[config.mk]
export PLATFORM = sky130hd
export DESIGN_NAME = psc_power_ctrl
export DESIGN_NICKNAME = d
export VERILOG_FILES = /design/src/shared/psc_pkg.sv /design/src/core/psc_power_ctrl.sv
export VERILOG_INCLUDE_DIRS = /design/src /design/src/shared
export SDC_FILE = /design/constraint.sdc
export NUM_CORES = 1
export LEC_CHECK = 0
export ABC_AREA = 1
export BUFFER_PORTS_ARGS = -buffer_cell sky130_fd_sc_hd__buf_2
export CORE_UTILIZATION = 50
export CTS_CLUSTER_SIZE = 14
export DETAILED_ROUTE_END_ITERATION = 10
export GPL_ROUTABILITY_DRIVEN = 0
export PLACE_DENSITY = 0.89
export SYNTH_ARGS = -nofsm -noshare
export SYNTH_HDL_FRONTEND = slang
export SYNTH_SLANG_ARGS = --single-unit
[constraint.sdc]
create_clock -name aclk -period 1.8 [get_ports aclk]
set_clock_uncertainty 0.2 [all_clocks]
set_input_delay 0.18 -clock aclk [delete_from_list [all_inputs] [get_ports aclk]]
set_output_delay 0.18 -clock aclk [all_outputs]
set_load 0.03 [all_outputs]
[src/shared/psc_defines.svh]
// register offsets, field positions, write masks, response codes and timing counts of the power-save block
`ifndef PSC_DEFINES_SVH
`define PSC_DEFINES_SVH
`define PSC_OFF_CTRL 12'h000
`define PSC_OFF_CLOCK_DIVIDER_REG 12'h004
`define PSC_OFF_MODDIS 12'h008
`define PSC_OFF_STATUS 12'h00c
`define PSC_CPU_SLOWDOWN_ENABLE_BIT 11
`define PSC_ROI_BIT 15
`define PSC_RATIO_LO 12
`define PSC_RATIO_HI 14
`define PSC_CTRL_WDT_EN 0
`define PSC_CTRL_CLOCK_FAIL_MONITOR_EN 1
`define PSC_CLOCK_DIVIDER_REG_MASK 16'hf800
`define PSC_MODDIS_MASK 16'hfaa9
`define PSC_ADC_BIT 0
`define PSC_WAKE_DLY 3'h3
`define PSC_RESP_OKAY 2'h0
`define PSC_RESP_SLVERR 2'h2
`endif

[src/shared/psc_pkg.sv]
// types shared by the power-save clock control block
package psc_pkg;
  typedef enum logic [1:0] {
    PSC_RUN = 2'b00,
    PSC_SLEEP = 2'b01,
    PSC_IDLE = 2'b10,
    PSC_WAKE = 2'b11
  } psc_mode_t;
  typedef struct packed {
    logic valid;
    logic sleep_sel;
  } psc_power_save_instruction_t;
  typedef struct packed {
    logic cpu_clk_en;
    logic sys_clk_en;
    logic low_power_rc_osc_en;
    logic clock_fail_monitor_active;
    logic wdt_clear;
    logic periph_sysclk_en;
  } psc_clk_ctl_t;
  typedef struct packed {
    psc_mode_t mode;
    logic [2:0] wake_cnt;
    logic pend_q;
    logic wdt_en;
    logic clock_fail_monitor_en;
    logic return_on_interrupt;
    logic cpu_slowdown_enable;
    logic [2:0] ratio;
    logic [6:0] doze_cnt;
    logic [15:0] moddis;
    logic [15:0] moddis_eff;
    logic awready;
    logic wready;
    logic bvalid;
    logic [1:0] bresp;
    logic have_aw;
    logic have_w;
    logic [11:0] awaddr;
    logic [31:0] wdata;
    logic rvalid;
    logic [31:0] rdata;
    logic [1:0] rresp;
  } psc_state_t;
endpackage

[src/core/psc_power_ctrl.sv]
// power-save mode control, cpu slowdown divider and module clock disables
//
// The implementer's own choices: the placing of the registers and the AXI4-Lite interface to the registers.
`timescale 1ns/10ps
`include "psc_defines.svh"
// Notes on behaviour
// sleep or idle entered only by instruction
// idle stops cpu, peripherals keep running
// sleep stops system clock and oscillator
// clock fail monitor off during sleep
// rc oscillator runs in sleep if watchdog
// watchdog count cleared before sleep
// system clocked peripherals off in sleep
// sleep exits on interrupt, reset, timeout
// sleep wake resumes same clock source
// watchdog count cleared entering idle
// idle keeps system clock and rc oscillator
// idle exits on interrupt, reset, timeout
// idle wake resumes cpu 2-4 cycles later
// coincident interrupt deferred then wakes device
// doze slows cpu clock synchronously only
// doze active when enable bit 11 set
// ratio bits 14:12 select 1:1..1:128
// return on interrupt ends doze
// disable bit stops module clocks, registers
// present modules enabled after reset
// disable change takes effect one cycle later
// register one bit map, adc pins digital
// ratio code is power of two divider
module psc_power_ctrl
  import psc_pkg::*;
(
  // clock and reset
  input wire logic aclk,
  input wire logic aresetn,
  // axi4-lite slave
  input wire logic [11:0] s_axi_awaddr,
  input wire logic s_axi_awvalid,
  output logic s_axi_awready,
  input wire logic [31:0] s_axi_wdata,
  input wire logic [3:0] s_axi_wstrb,
  input wire logic s_axi_wvalid,
  output logic s_axi_wready,
  output logic [1:0] s_axi_bresp,
  output logic s_axi_bvalid,
  input wire logic s_axi_bready,
  input wire logic [11:0] s_axi_araddr,
  input wire logic s_axi_arvalid,
  output logic s_axi_arready,
  output logic [31:0] s_axi_rdata,
  output logic [1:0] s_axi_rresp,
  output logic s_axi_rvalid,
  input wire logic s_axi_rready,
  // cpu side
  input wire psc_pkg::psc_power_save_instruction_t power_save_instruction,
  input wire logic irq_pending,
  input wire logic wdt_timeout,
  // clock controls toward oscillators, watchdog and peripherals
  output psc_pkg::psc_clk_ctl_t clk_ctl,
  output psc_pkg::psc_mode_t mode,
  output logic [15:0] module_clk_en,
  output logic adc_pins_digital
);
  import psc_pkg::*;

  psc_state_t s_q, s_d;
  logic wake_ev;
  logic doze_tick;
  logic wr_fire;
  logic [15:0] wd16;

  // byte-lane merge of the low half of a register
  function automatic logic [15:0] merge16(input logic [15:0] old, input logic [31:0] d,
                                          input logic [3:0] st, input logic [15:0] msk);
    logic [15:0] r;
    r = old;
    if (st[0])
    begin
      r[7:0] = d[7:0];
    end
    if (st[1])
    begin
      r[15:8] = d[15:8];
    end
    return r & msk;
  endfunction

  // -----------------------------------------------------------------
  // wake and doze decode
  // -----------------------------------------------------------------
  assign wake_ev = irq_pending | wdt_timeout;
  // divider terminal count: ratio code n gives 2**n, so mask the low n bits
  assign doze_tick = ((s_q.doze_cnt & ((7'h01 << s_q.ratio) - 7'h01)) == 7'h00);
  assign wr_fire = s_q.have_aw && s_q.have_w && !s_q.bvalid;
  assign wd16 = s_q.wdata[15:0];

  always_comb
  begin
    s_d = s_q;
    // -----------------------------------------------------------------
    // mode machine
    // -----------------------------------------------------------------
    case (s_q.mode)
      PSC_RUN:
      begin
        if (power_save_instruction.valid)
        begin
          s_d.mode = power_save_instruction.sleep_sel ? PSC_SLEEP : PSC_IDLE;
          // an interrupt during the instruction is held until entry completes
          s_d.pend_q = wake_ev;
        end
      end
      PSC_SLEEP, PSC_IDLE:
      begin
        s_d.pend_q = 1'b0;
        if (wake_ev || s_q.pend_q)
        begin
          s_d.mode = PSC_WAKE;
          s_d.wake_cnt = `PSC_WAKE_DLY;
        end
      end
      PSC_WAKE:
      begin
        s_d.wake_cnt = s_q.wake_cnt - 3'h1;
        if (s_q.wake_cnt == 3'h1)
        begin
          s_d.mode = PSC_RUN;
        end
      end
      default:
      begin
        s_d.mode = PSC_RUN;
      end
    endcase
    // -----------------------------------------------------------------
    // doze divider, kept aligned to the peripheral clock
    // -----------------------------------------------------------------
    s_d.doze_cnt = s_q.doze_cnt + 7'h01;
    if (s_q.cpu_slowdown_enable && s_q.return_on_interrupt && irq_pending)
    begin
      s_d.cpu_slowdown_enable = 1'b0;
    end
    // module disables reach the modules one cycle after the write lands
    s_d.moddis_eff = s_q.moddis;
    // -----------------------------------------------------------------
    // axi4-lite write channel
    // -----------------------------------------------------------------
    s_d.awready = 1'b0;
    s_d.wready = 1'b0;
    if (s_axi_awvalid && !s_q.have_aw && !s_q.awready)
    begin
      s_d.awready = 1'b1;
      s_d.have_aw = 1'b1;
      s_d.awaddr = s_axi_awaddr;
    end
    if (s_axi_wvalid && !s_q.have_w && !s_q.wready)
    begin
      s_d.wready = 1'b1;
      s_d.have_w = 1'b1;
      s_d.wdata = s_axi_wdata;
    end
    if (wr_fire)
    begin
      s_d.have_aw = 1'b0;
      s_d.have_w = 1'b0;
      s_d.bvalid = 1'b1;
      s_d.bresp = `PSC_RESP_OKAY;
      if (s_q.awaddr == `PSC_OFF_CTRL)
      begin
        if (s_axi_wstrb[0])
        begin
          s_d.wdt_en = wd16[`PSC_CTRL_WDT_EN];
          s_d.clock_fail_monitor_en = wd16[`PSC_CTRL_CLOCK_FAIL_MONITOR_EN];
        end
      end
      else if (s_q.awaddr == `PSC_OFF_CLOCK_DIVIDER_REG)
      begin
        if (s_axi_wstrb[1])
        begin
          s_d.cpu_slowdown_enable = wd16[`PSC_CPU_SLOWDOWN_ENABLE_BIT];
          s_d.return_on_interrupt = wd16[`PSC_ROI_BIT];
          s_d.ratio = wd16[`PSC_RATIO_HI:`PSC_RATIO_LO];
        end
      end
      else if (s_q.awaddr == `PSC_OFF_MODDIS)
      begin
        s_d.moddis = merge16(s_q.moddis, s_q.wdata, s_axi_wstrb, `PSC_MODDIS_MASK);
      end
      else if (s_q.awaddr != `PSC_OFF_STATUS)
      begin
        s_d.bresp = `PSC_RESP_SLVERR;
      end
    end
    if (s_q.bvalid && s_axi_bready)
    begin
      s_d.bvalid = 1'b0;
    end
    // -----------------------------------------------------------------
    // axi4-lite read channel
    // -----------------------------------------------------------------
    if (s_axi_arvalid && !s_q.rvalid)
    begin
      s_d.rvalid = 1'b1;
      s_d.rresp = `PSC_RESP_OKAY;
      s_d.rdata = 32'h0000_0000;
      if (s_axi_araddr == `PSC_OFF_CTRL)
      begin
        s_d.rdata[`PSC_CTRL_WDT_EN] = s_q.wdt_en;
        s_d.rdata[`PSC_CTRL_CLOCK_FAIL_MONITOR_EN] = s_q.clock_fail_monitor_en;
      end
      else if (s_axi_araddr == `PSC_OFF_CLOCK_DIVIDER_REG)
      begin
        s_d.rdata[`PSC_CPU_SLOWDOWN_ENABLE_BIT] = s_q.cpu_slowdown_enable;
        s_d.rdata[`PSC_ROI_BIT] = s_q.return_on_interrupt;
        s_d.rdata[`PSC_RATIO_HI:`PSC_RATIO_LO] = s_q.ratio;
      end
      else if (s_axi_araddr == `PSC_OFF_MODDIS)
      begin
        s_d.rdata[15:0] = s_q.moddis;
      end
      else if (s_axi_araddr == `PSC_OFF_STATUS)
      begin
        s_d.rdata[1:0] = s_q.mode;
      end
      else
      begin
        s_d.rresp = `PSC_RESP_SLVERR;
      end
    end
    else if (s_q.rvalid && s_axi_rready)
    begin
      s_d.rvalid = 1'b0;
    end
  end

  always_ff @(posedge aclk)
  begin
    if (!aresetn)
    begin
      s_q <= '0;
      s_q.mode <= PSC_RUN;
    end
    else
    begin
      s_q <= s_d;
    end
  end

  // -----------------------------------------------------------------
  // outputs
  // -----------------------------------------------------------------
  always_comb
  begin
    clk_ctl.sys_clk_en = (s_q.mode != PSC_SLEEP);
    clk_ctl.cpu_clk_en = (s_q.mode == PSC_RUN) && (!s_q.cpu_slowdown_enable || doze_tick);
    clk_ctl.clock_fail_monitor_active = s_q.clock_fail_monitor_en && (s_q.mode != PSC_SLEEP);
    clk_ctl.low_power_rc_osc_en = (s_q.mode == PSC_SLEEP) ? s_q.wdt_en
                      : (s_q.wdt_en || s_q.clock_fail_monitor_en);
    // pulse at the instruction, one cycle before the new mode shows
    clk_ctl.wdt_clear = s_q.wdt_en && power_save_instruction.valid && (s_q.mode == PSC_RUN);
    clk_ctl.periph_sysclk_en = (s_q.mode != PSC_SLEEP);
  end

  assign mode = s_q.mode;
  // ungated clock is also cut in sleep; external-clock peripherals are not gated here
  assign module_clk_en = ~s_q.moddis_eff & {16{s_q.mode != PSC_SLEEP}};
  assign adc_pins_digital = s_q.moddis_eff[`PSC_ADC_BIT];
  assign s_axi_awready = s_q.awready;
  assign s_axi_wready = s_q.wready;
  assign s_axi_bvalid = s_q.bvalid;
  assign s_axi_bresp = s_q.bresp;
  assign s_axi_arready = s_axi_arvalid && !s_q.rvalid;
  assign s_axi_rvalid = s_q.rvalid;
  assign s_axi_rdata = s_q.rdata;
  assign s_axi_rresp = s_q.rresp;
endmodule // psc_power_ctrl

==> out/metrics.csv, run 1 <==
metric,value,unit
status,"finished, final reports clean",
Synth cell types,31,
Max Cap Violations,0,
remaining antenna violation count,0,
Routed wire per std cell,11.64,microns
CP Capture Type,output pin,
fmax,562.3,MHz
Syn Inst Count,528,
global routing's busiest layer,met2,
worst hold margin,0.05063,ns
area grow syn2layout,24.48,%
Final Cell Area,4760,sq um
HPWL Detailed,5744,microns
Critical Path RT,1.42,ns
largest net degree at the start of global routing,25,
WL final,8533,microns
DP Area,4149,sq um
sequential-to-total area share from yosys stat,0.4293,
grt met3 use,0.04617,
Mean Syn Cell Area,7.242,sq um
minimum clock period,1.778,ns
GRT Overall Usage,0.2238,
Final Non-Filler Cells,733,
RSZ-0062 raised after global routing,yes,
WP data arrival,1.40,ns
initial core utilization,0.5216,
PortBufs,90,
die height,89.45,microns
Worst VDD drop,0.0007095,V
clk buf depth,2,
overall power,5.280,mW
final setup vio count,0,
initial antenna violation count,0,
CTS buffer count,9,
DR DRC count,0,
"most common cell after layout, fill and taps aside",nand2_1,
io pins,137,
n_diodes,0,
gr ovfl total,0,
Setup CP Type,reg -> out,
first-pass GRT wire length,13500,microns
most frequent cells in the layout,"95 x nand2_1, 78 x dfxtp_1, 71 x nor2_1, 70 x buf_2, 68 x inv_1",
vias in the first global route,3107,
Area contributors post-synth,"dfxtp_1 43%, nand2_1 9.3%, buf_4 8.8%",
CTS sink cnt,82,
Critical Path Fanout Max,11,
#FFs+latches synth,82,
layout cells sized above 1,0.2271,
placed cells,686,
Via density,4.696,
Synth Warn #,0,
"Clk pin slew, worst setup/hold paths",0.08,ns
core footprint,7331,sq um
Root Buffer,clkbuf_8,
1st-iter DRT viols,192,
die area,8001,sq um
Netlist Area Pre-Place,3824,sq um
grt met1 use,0.2453,
largest area contributor in the netlist,dfxtp_1,
Setup Buffers After CTS,0,
crit start category,flip-flop,
Nets,706,
DR pass1 iterations,6,
Min-Delay Path Class,in -> reg,
CTS H-tree lvls,3,
CTS tree,yes,
Die Wd,89.45,microns
crit share post-route,0.9880,
Synth top area share,0.4293,
Pins Over Slew Limit,0,
PwrDens,1109,nW/um^2
met2 GRT Util,0.4122,
vias,3442,
clock latency at the later pin of the worst-skew pair,0.35,ns
final hold violation count,0,
# rows,31,
leakage power,2.358,nW
-- cell families (layout without fill, tap and decap cells) --
kind of cell,count (synthesis),count (layout),share of synthesized area
buffers and inverters,136,220,0.1826
other,1,23,0.0009807
AO/OA/AOI/OAI,85,85,0.1155
adder cells (fa/ha/maj),6,6,0.01963
AND/OR/NAND/NOR,216,216,0.2474
flip-flops,82,82,0.4293
XOR/XNOR,2,2,0.004582
-- Yosys cell counts (all sizes together) --
library cell / number
a211oi: 3
a21oi: 43
a31oi: 1
buf: 51
clkbuf: 10
clkinv: 1
conb: 1
dfxtp: 82
ha: 6
inv: 74
nand2: 96
nand3: 26
nand3b: 4
nand4: 4
nor2: 80
nor3: 4
o21ai: 38
or2: 1
or3: 1
xnor2: 1
xor2: 1
-- registers in the layout, indices dropped and copies added (netlist names) --
signal / flops
s_axi_rdata: 11
s_axi_bvalid: 1
s_axi_bresp: 1
s_axi_rresp: 1
adc_pins_digital: 1
mode: 2
s_q: 52
s_axi_awready: 1
s_d: 10
s_axi_rvalid: 1
s_axi_wready: 1
-- worst paths after layout --
kind / from / to / slack [ns] / cells past startpoint
worst max-delay path: mode[1]$_SDFFE_PN0P_ / module_clk_en[1] / 0.02 / 5
worst max register to register: mode[0]$_SDFFE_PN0P_ / s_q[135]$_SDFFE_PN0P_ / 0.14 / 6
worst min register to register: s_d[89]$_SDFFE_PN0P_ / s_q[89]$_SDFF_PN0_ / 0.24 / 2
worst min-delay path: aresetn / s_q[130]$_SDFFE_PN0P_ / 0.05 / 3
-- where the power goes --
part           leakage [nW]  total, mW  internal, mW  switching (mW)
Sequential            0.671       2.03          1.94          0.0898
Clock                0.0966       1.30         0.680           0.624
Combinational          1.59       1.94         0.715            1.23
Total                  2.36       5.28          3.34            1.94
-- cell type report --
class	count	area [sq um]
tap	99	123.9
multi-input combinational	332	1599
clock inverter	4	51.30
timing repair buffer	129	903.4
fill	605	2571
inverter	75	287.8
clock buffer	12	145.1
sequential	82	1649
-- layer usage --
| metal | share of wire | vias to the layer above |
|---|---|---|
| met1 | 0.41 | 1519 |
| met3 | 0.056 | 18 |
| met2 | 0.51 | 123 |
| met5 | 0 | - |
| li1 | - | 1782 |
| met4 | 0.021 | 0 |
-- timing repair --
action / in CTS / in global routing
pin swaps: 1 / 2
hold buffers: 31 / 0
cloned: 0 / 0
resized for setup: 28 / 15
hold endpoints to repair: 30 / 0
setup endpoints to repair: 20 / 27
-- per-stage QoR --
stage / setup WS (ns) / TNS [ns] / util
after floorplan: 0.04741 / 0 / -
after global placement: 0.1779 / 0 / 0.5660
after detailed placement: 0.09126 / 0 / 0.5660
after CTS: -0.01233 / -0.09576 / 0.6455
after global routing: -0.09277 / -0.8679 / 0.6493
final: 0.02160 / 0 / 0.6493
-- critical path: stages (launching register included) --
cell and delay, ns:
dfxtp_2 0.35, inv_4 0.07, ha_4 0.15, buf_12 0.13, clkinvlp_4 0.14, buf_4 0.20
No activity file was read; power rests on OpenSTA's default activity.
==> run 2: changes to the inputs <==
--- a/config.mk
+++ b/config.mk
@@ -6,13 +6,12 @@
 export SDC_FILE = /design/constraint.sdc
 export NUM_CORES = 1
 export LEC_CHECK = 0
-export ABC_AREA = 1
 export BUFFER_PORTS_ARGS = -buffer_cell sky130_fd_sc_hd__buf_2
-export CORE_UTILIZATION = 50
+export CORE_UTILIZATION = 45
 export CTS_CLUSTER_SIZE = 14
 export DETAILED_ROUTE_END_ITERATION = 10
 export GPL_ROUTABILITY_DRIVEN = 0
-export PLACE_DENSITY = 0.89
+export PLACE_DENSITY = 0.83
 export SYNTH_ARGS = -nofsm -noshare
 export SYNTH_HDL_FRONTEND = slang
 export SYNTH_SLANG_ARGS = --single-unit
==> run 2 against run 1 <==
- the flow now finishes with violations (negative setup slack)
- cell area grew 4.9%
- routed wire length grew 5.4%
- maximum frequency shrank 10%
- non-clock buffer count grew 12
- combinational power grew 18%
- register-to-register slack lost 0.12 ns
- largest cell class is now multi-input combinational cells
- highest routed layer unchanged
==> out/metrics.csv, run 2 <==
metric,value,unit
status,finished with violations,
failing checks,negative setup slack,
leakage power,2.142,nW
most common cell in the netlist,dfxtp_1,
DP Area,4043,sq um
Nets,598,
CTS sink cnt,82,
Die Wd,92.45,microns
RSZ-0062 raised after global routing,yes,
worst hold margin,0.01199,ns
CTS tree,yes,
Worst VDD drop,0.0008012,V
core footprint,7807,sq um
Critical Path RT,1.42,ns
number of flip-flops in the largest register,52,
CP Capture Type,output pin,
R2R setup slack,0.02,ns
#FFs+latches synth,82,
worst path bufs/invs,1,
sequential-to-total area share from yosys stat,0.4460,
largest delay contributor family on the critical path,compound AO/OA/AOI/OAI gates,
Slew HR,0.5546,
area grow syn2layout,35.66,%
worst slew pin tran,0.6656,ns
clk buf depth,2,
worst path cell trace,a21o_1 > a221oi_2 > o221ai_2 > a21boi_2 > buf_6,
initial core utilization,0.4715,
fill count,598,
Mean Syn Cell Area,9.134,sq um
Worst path max stage delay,0.36,ns
GRT Overall Usage,0.2099,
vias,3141,
Post-synth ARST share,0,
vias in the first global route,3081,
crit start category,flip-flop,
WL final,8993,microns
die height,92.45,microns
fmax,503.6,MHz
Synth cell types,51,
HPWL Detailed,5722,microns
clock latency at the later pin of the worst-skew pair,0.35,ns
1st-iter DRT viols,154,
CTS H-tree lvls,3,
n_diodes,0,
"EDFF count, synth",0,
Final Cell Area,4994,sq um
Critical Path Fanout Max,5,
Setup WS post-layout,-0.1859,ns
die area,8546,sq um
largest net degree at the start of global routing,41,
Min-Delay Path Class,in -> reg,
initial antenna violation count,0,
Reg with most FFs,s_q,
io pins,137,
DR pass1 iterations,5,
Netlist Area Pre-Place,3681,sq um
layout cells sized above 1,0.3213,
PortBufs,90,
gr ovfl total,0,
Max Cap Violations,0,
Main synth FF type,dfxtp_1,
Final Util,0.6396,
Crit. Startpoint,s_q[127]$_SDFFE_PN0P_,
CTS buffer count,9,
final hold violation count,0,
"most common cell after layout, fill and taps aside",dfxtp_1,
WP data arrival,1.61,ns
Via density,5.002,
most frequent cells in the layout,"74 x dfxtp_1, 69 x buf_2, 58 x nand2_1, 38 x nor2_1, 33 x dlygate4sd3_1",
r2r endpoint,s_q[127]$_SDFFE_PN0P_,
final setup vio count,1,
crit path to,clk_ctl[5],
PwrDens,1179,nW/um^2
first-pass GRT wire length,14160,microns
Setup CP Type,reg -> out,
Root Buffer,clkbuf_8,
Routed wire per std cell,14.32,microns
top post-synthesis cells by count,"82 x dfxtp_1, 58 x nand2_1, 47 x nor2_1, 46 x buf_4, 26 x mux2i_1",
Setup TNS Final,-0.1859,ns
worst-case reg-to-reg path depth,5,
Pins Over Slew Limit,0,
Syn Inst Count,403,
CP max stage cell,dfxtp_2,
remaining antenna violation count,0,
Synth top area share,0.4460,
reg2reg start,s_q[73]$_SDFFE_PN0P_,
# rows,32,
largest area contributor in the netlist,dfxtp_1,
critical path depth,5,
"Clk pin slew, worst setup/hold paths",0.08,ns
crit share post-route,1.103,
minimum clock period,1.986,ns
Synth Warn #,0,
Area contributors post-synth,"dfxtp_1 45%, buf_4 9.4%, mux2i_1 7.1%",
DR DRC count,0,
run 2: tightest hold or removal path: stages:
cell and delay, ns:
buf_2 0.18, nand2_1 0.10, mux2i_1 0.05
run 2: worst min path at each step:
stage                               start                     endpoint  slack (ns)  depth (start not counted)
final                             aresetn        s_q[130]$_SDFFE_PN0P_        0.01                          3
after global routing      s_axi_araddr[6]  s_axi_rresp[1]$_SDFFE_PN0P_        0.03                          4
after CTS                         aresetn        s_q[130]$_SDFFE_PN0P_       0.003                          3
after detailed placement     s_axi_rready    s_axi_rvalid$_SDFFE_PN0P_        0.18                          2
after global placement       s_axi_rready    s_axi_rvalid$_SDFFE_PN0P_        0.18                          2
after floorplan              s_axi_rready    s_axi_rvalid$_SDFFE_PN0P_        0.08                          1
run 2: per-stage QoR:
stage                     std cells  setup WS, ns  total power, mW
after floorplan                 425      0.001440            3.312
after global placement          574       0.04380            3.628
after detailed placement        574      0.009490            3.664
after CTS                       625       -0.1958            5.629
after global routing            628       -0.2665            6.155
final                           628       -0.1859            5.886
run 2: routing by layer:
metal	global-route usage	vias to the layer above	share of wire
met2	0.3673	118	0.51
met3	0.04187	16	0.053
met5	0	-	0
li1	-	1533	-
met4	0.08724	0	0.018
met1	0.2491	1474	0.42
run 2: area by class of cell:
cell class | count | area [sq um] | area share
Clock buffer | 9 | 123.9 | 0.02481
Clock inverter | 7 | 116.4 | 0.02330
Inverter | 15 | 63.81 | 0.01278
Multi-Input combinational cell | 272 | 1834 | 0.3673
Sequential cell | 82 | 1657 | 0.3317
Tap cell | 102 | 127.6 | 0.02556
Timing Repair Buffer | 141 | 1071 | 0.2145
run 2: logic make-up (layout without fill, tap and decap cells):
kind of cell / count (synthesis) / count (layout) / synth area share
AOI/OAI and AO/OA: 62 / 62 / 0.1105
xor gates and xnor gates: 5 / 5 / 0.01190
adders and majority gates: 6 / 6 / 0.02039
buffers and inverters: 71 / 172 / 0.1258
DFF: 82 / 82 / 0.4460
muxes: 27 / 27 / 0.07376
other: 1 / 23 / 0.001019
and+or+nand+nor: 149 / 149 / 0.2107
run 2: where the power goes:
part           internal (mW)  switching, mW
clock                  0.921          0.678
sequential              1.92         0.0881
combinational           1.01           1.27
total                   3.85           2.03
run 2: timing repair:
item | 4_1_cts | 5_1_grt
endpoints found under the hold margin | 35 | 0
pin swaps | 4 | 10
endpoints found under the setup margin | 27 | 28
buffers inserted | 2 | 3
gates resized for setup | 66 | 28
hold buffers | 33 | 0
==> run 3: changes to the inputs <==
--- a/config.mk
+++ b/config.mk
@@ -6,12 +6,13 @@
 export SDC_FILE = /design/constraint.sdc
 export NUM_CORES = 1
 export LEC_CHECK = 0
-export BUFFER_PORTS_ARGS = -buffer_cell sky130_fd_sc_hd__buf_2
+export CORE_MARGIN = 2
 export CORE_UTILIZATION = 45
 export CTS_CLUSTER_SIZE = 14
 export DETAILED_ROUTE_END_ITERATION = 10
+export DONT_BUFFER_PORTS = 1
 export GPL_ROUTABILITY_DRIVEN = 0
-export PLACE_DENSITY = 0.83
+export PLACE_DENSITY = 0.69
 export SYNTH_ARGS = -nofsm -noshare
 export SYNTH_HDL_FRONTEND = slang
 export SYNTH_SLANG_ARGS = --single-unit
==> run 3 against run 2 <==
- the run ends with negative hold slack, negative setup slack left
- sequential power barely moved
- utilization fell by 0.59 points
- critical path type unchanged
- critical path depth is the same
- critical endpoint unchanged
- global-route usage down 1.3 points
- die area increased by 4.4%
- non-clock buffer count is 45 lower
- via count is 6.8% lower
- first-iteration DRC count down 26%
- clock power about the same
- maximum frequency rose by 3.7%
==> out/metrics.csv, run 3 (same netlist as run 2, synthesis figures left out) <==
metric,value,unit
Setup WS post-layout,-0.1157,ns
Routed wire per std cell,14.93,microns
Seq. cell area,1652,sq um
Sw Share,0.3419,
fmax,522.0,MHz
first-pass GRT wire length,13490,microns
part of the power in the clock network,0.277,
leakage power,1.961,nW
Min-Delay Path Class,in -> reg,
Critical Path Fanout Max,5,
vias in the first global route,2789,
CTS sink cnt,82,
DR DRC count,0,
WP data arrival,1.54,ns
gr ovfl total,0,
Multi-input gate area,1849,sq um
sequential share of power,0.351,
Via density,5.019,
largest delay contributor family on the critical path,compound AO/OA/AOI/OAI gates,
Slew HR,0.4189,
worst hold path stage count,3,
worst path cell trace,a21o_1 > a221oi_2 > o221ai_1 > a21boi_1 > buf_4,
io pins,137,
Psw,1.959,mW
Reg with most FFs,s_q,
PortBufs,0,
Worst path max stage delay,0.36,ns
initial core utilization,0.4715,
crit share post-route,1.064,
area grow syn2layout,34.40,%
Critical Path RT,1.42,ns
CP Capture Type,output pin,
DP Area,3780,sq um
Max Cap Violations,0,
CTS H-tree lvls,3,
# rows,32,
Pins Over Slew Limit,0,
combinational share of power,0.373,
WL final,8702,microns
layout cells sized above 1,0.2100,
Root Buffer,clkbuf_8,
number of flip-flops in the largest register,52,
CTS Hold Buffers Added,55,
clk buf depth,2,
n_diodes,0,
Post-Place Setup Slack,0.02672,ns
HPWL Detailed,5510,microns
status,finished with violations,
Worst VDD drop,0.0006223,V
most frequent cells in the layout,"76 x dfxtp_1, 58 x nand2_1, 54 x dlygate4sd3_1, 37 x nor2_1, 26 x mux2i_1",
fill count,635,
R2R setup slack,-0.01,ns
final hold violation count,2,
die area,8920,sq um
worst-case reg-to-reg path depth,5,
Die Wd,94.45,microns
PwrDens,1158,nW/um^2
Pint,3.771,mW
Setup CP Type,reg -> out,
initial antenna violation count,0,
placed cells,504,
final setup vio count,13,
hold_sp,s_axi_araddr[11],
die height,94.45,microns
core footprint,7807,sq um
clock latency at the later pin of the worst-skew pair,0.34,ns
RSZ-0062 raised after global routing,yes,
r2r endpoint,s_d[95]$_SDFFE_PN0P_,
CTS buffer count,9,
minimum clock period,1.916,ns
failing checks,"negative hold slack, negative setup slack",
remaining antenna violation count,0,
Final Cell Area,4947,sq um
overall power,5.731,mW
worst path bufs/invs,1,
DR pass1 iterations,4,
1st-iter DRT viols,114,
CP max stage cell,dfxtp_2,
worst hold margin,-0.04590,ns
GRT Overall Usage,0.1967,
vias,2926,
CTS tree,yes,
worst slew pin tran,0.8684,ns
Nets,553,
largest net degree at the start of global routing,41,
crit start category,flip-flop,
reg2reg start,s_q[76]$_SDFFE_PN0P_,
Hold Path Sink,s_axi_rresp[1]$_SDFFE_PN0P_,
"most common cell after layout, fill and taps aside",dfxtp_1,
"Clk pin slew, worst setup/hold paths",0.08,ns
Final Non-Filler Cells,583,
run 3: cell types whose count changed in the layout (fill, tap and decap cells not counted), sizes merged:
cell and change:
clkbuf +1, dlygate4sd3 +21, dlymetal6s4s +1, buf -67
clkinvlp -1
run 3: stage by stage:
step | hold slack, ns | util | setup TNS, ns
6_report | -0.04590 | 0.6337 | -0.6605
3_3_place_gp | 0.08108 | 0.4841 | 0
3_5_place_dp | 0.08204 | 0.4841 | 0
5_1_grt | -0.05435 | 0.6337 | -2.201
4_1_cts | -0.04260 | 0.6119 | -1.362
2_1_floorplan | 0.07902 | - | 0
run 3: cell type report:
class,count,area share
multi-input cells,272,0.3738
flip-flops and latches,82,0.3338
repair buffers,96,0.2051
clock buffers,10,0.02580
well taps,102,0.02580
clock inverters,6,0.02276
inverters,15,0.01290
run 3: tightest hold or removal path, stage by stage:
cell	delay [ns]
nor4_2	0.03
nand3_1	0.11
o211a_1	0.15
run 3: what timing repair did:
| item | 4_1_cts | 5_1_grt |
|---|---|---|
| endpoints found under the hold margin | 69 | 2 |
| cloned | 1 | 0 |
| endpoints found under the setup margin | 24 | 53 |
| setup buffers | 3 | 4 |
| gates resized for setup | 42 | 32 |
| pin swaps | 10 | 21 |
run 3: power by group through the flow:
| stage | clock network (mW) | registers [mW] | logic [mW] |
|---|---|---|---|
| final | 1.58 | 2.01 | 2.14 |
| after global routing | 1.70 | 2.03 | 2.28 |
| after CTS | 1.62 | 2.00 | 1.96 |
| after detailed placement | 0 | 2.04 | 1.58 |
| after global placement | 0 | 2.03 | 1.55 |
| after floorplan | 0 | 2.04 | 1.27 |
run 3: routing by layer:
metal  global-route usage  vias to the layer above  share of wire
met1               0.2329                     1375           0.43
li1                     -                     1439              -
met3              0.06145                        8          0.060
met5                    0                        -              0
met4              0.04831                        0         0.0092
met2               0.3470                      104           0.50
run 3: worst max-delay path by stage:
stage	from	end	cells after the start
final	s_q[120]$_SDFF_PN0_	clk_ctl[5]	5
after detailed placement	s_q[68]$_SDFFE_PN0P_	s_q[131]$_SDFFE_PN0P_	4
after floorplan	mode[0]$_SDFFE_PN0P_	mode[1]$_SDFFE_PN0P_	6
after CTS	s_q[127]$_SDFFE_PN0P_	clk_ctl[5]	5
after global routing	s_q[127]$_SDFFE_PN0P_	clk_ctl[5]	5
after global placement	mode[0]$_SDFFE_PN0P_	mode[1]$_SDFFE_PN0P_	6
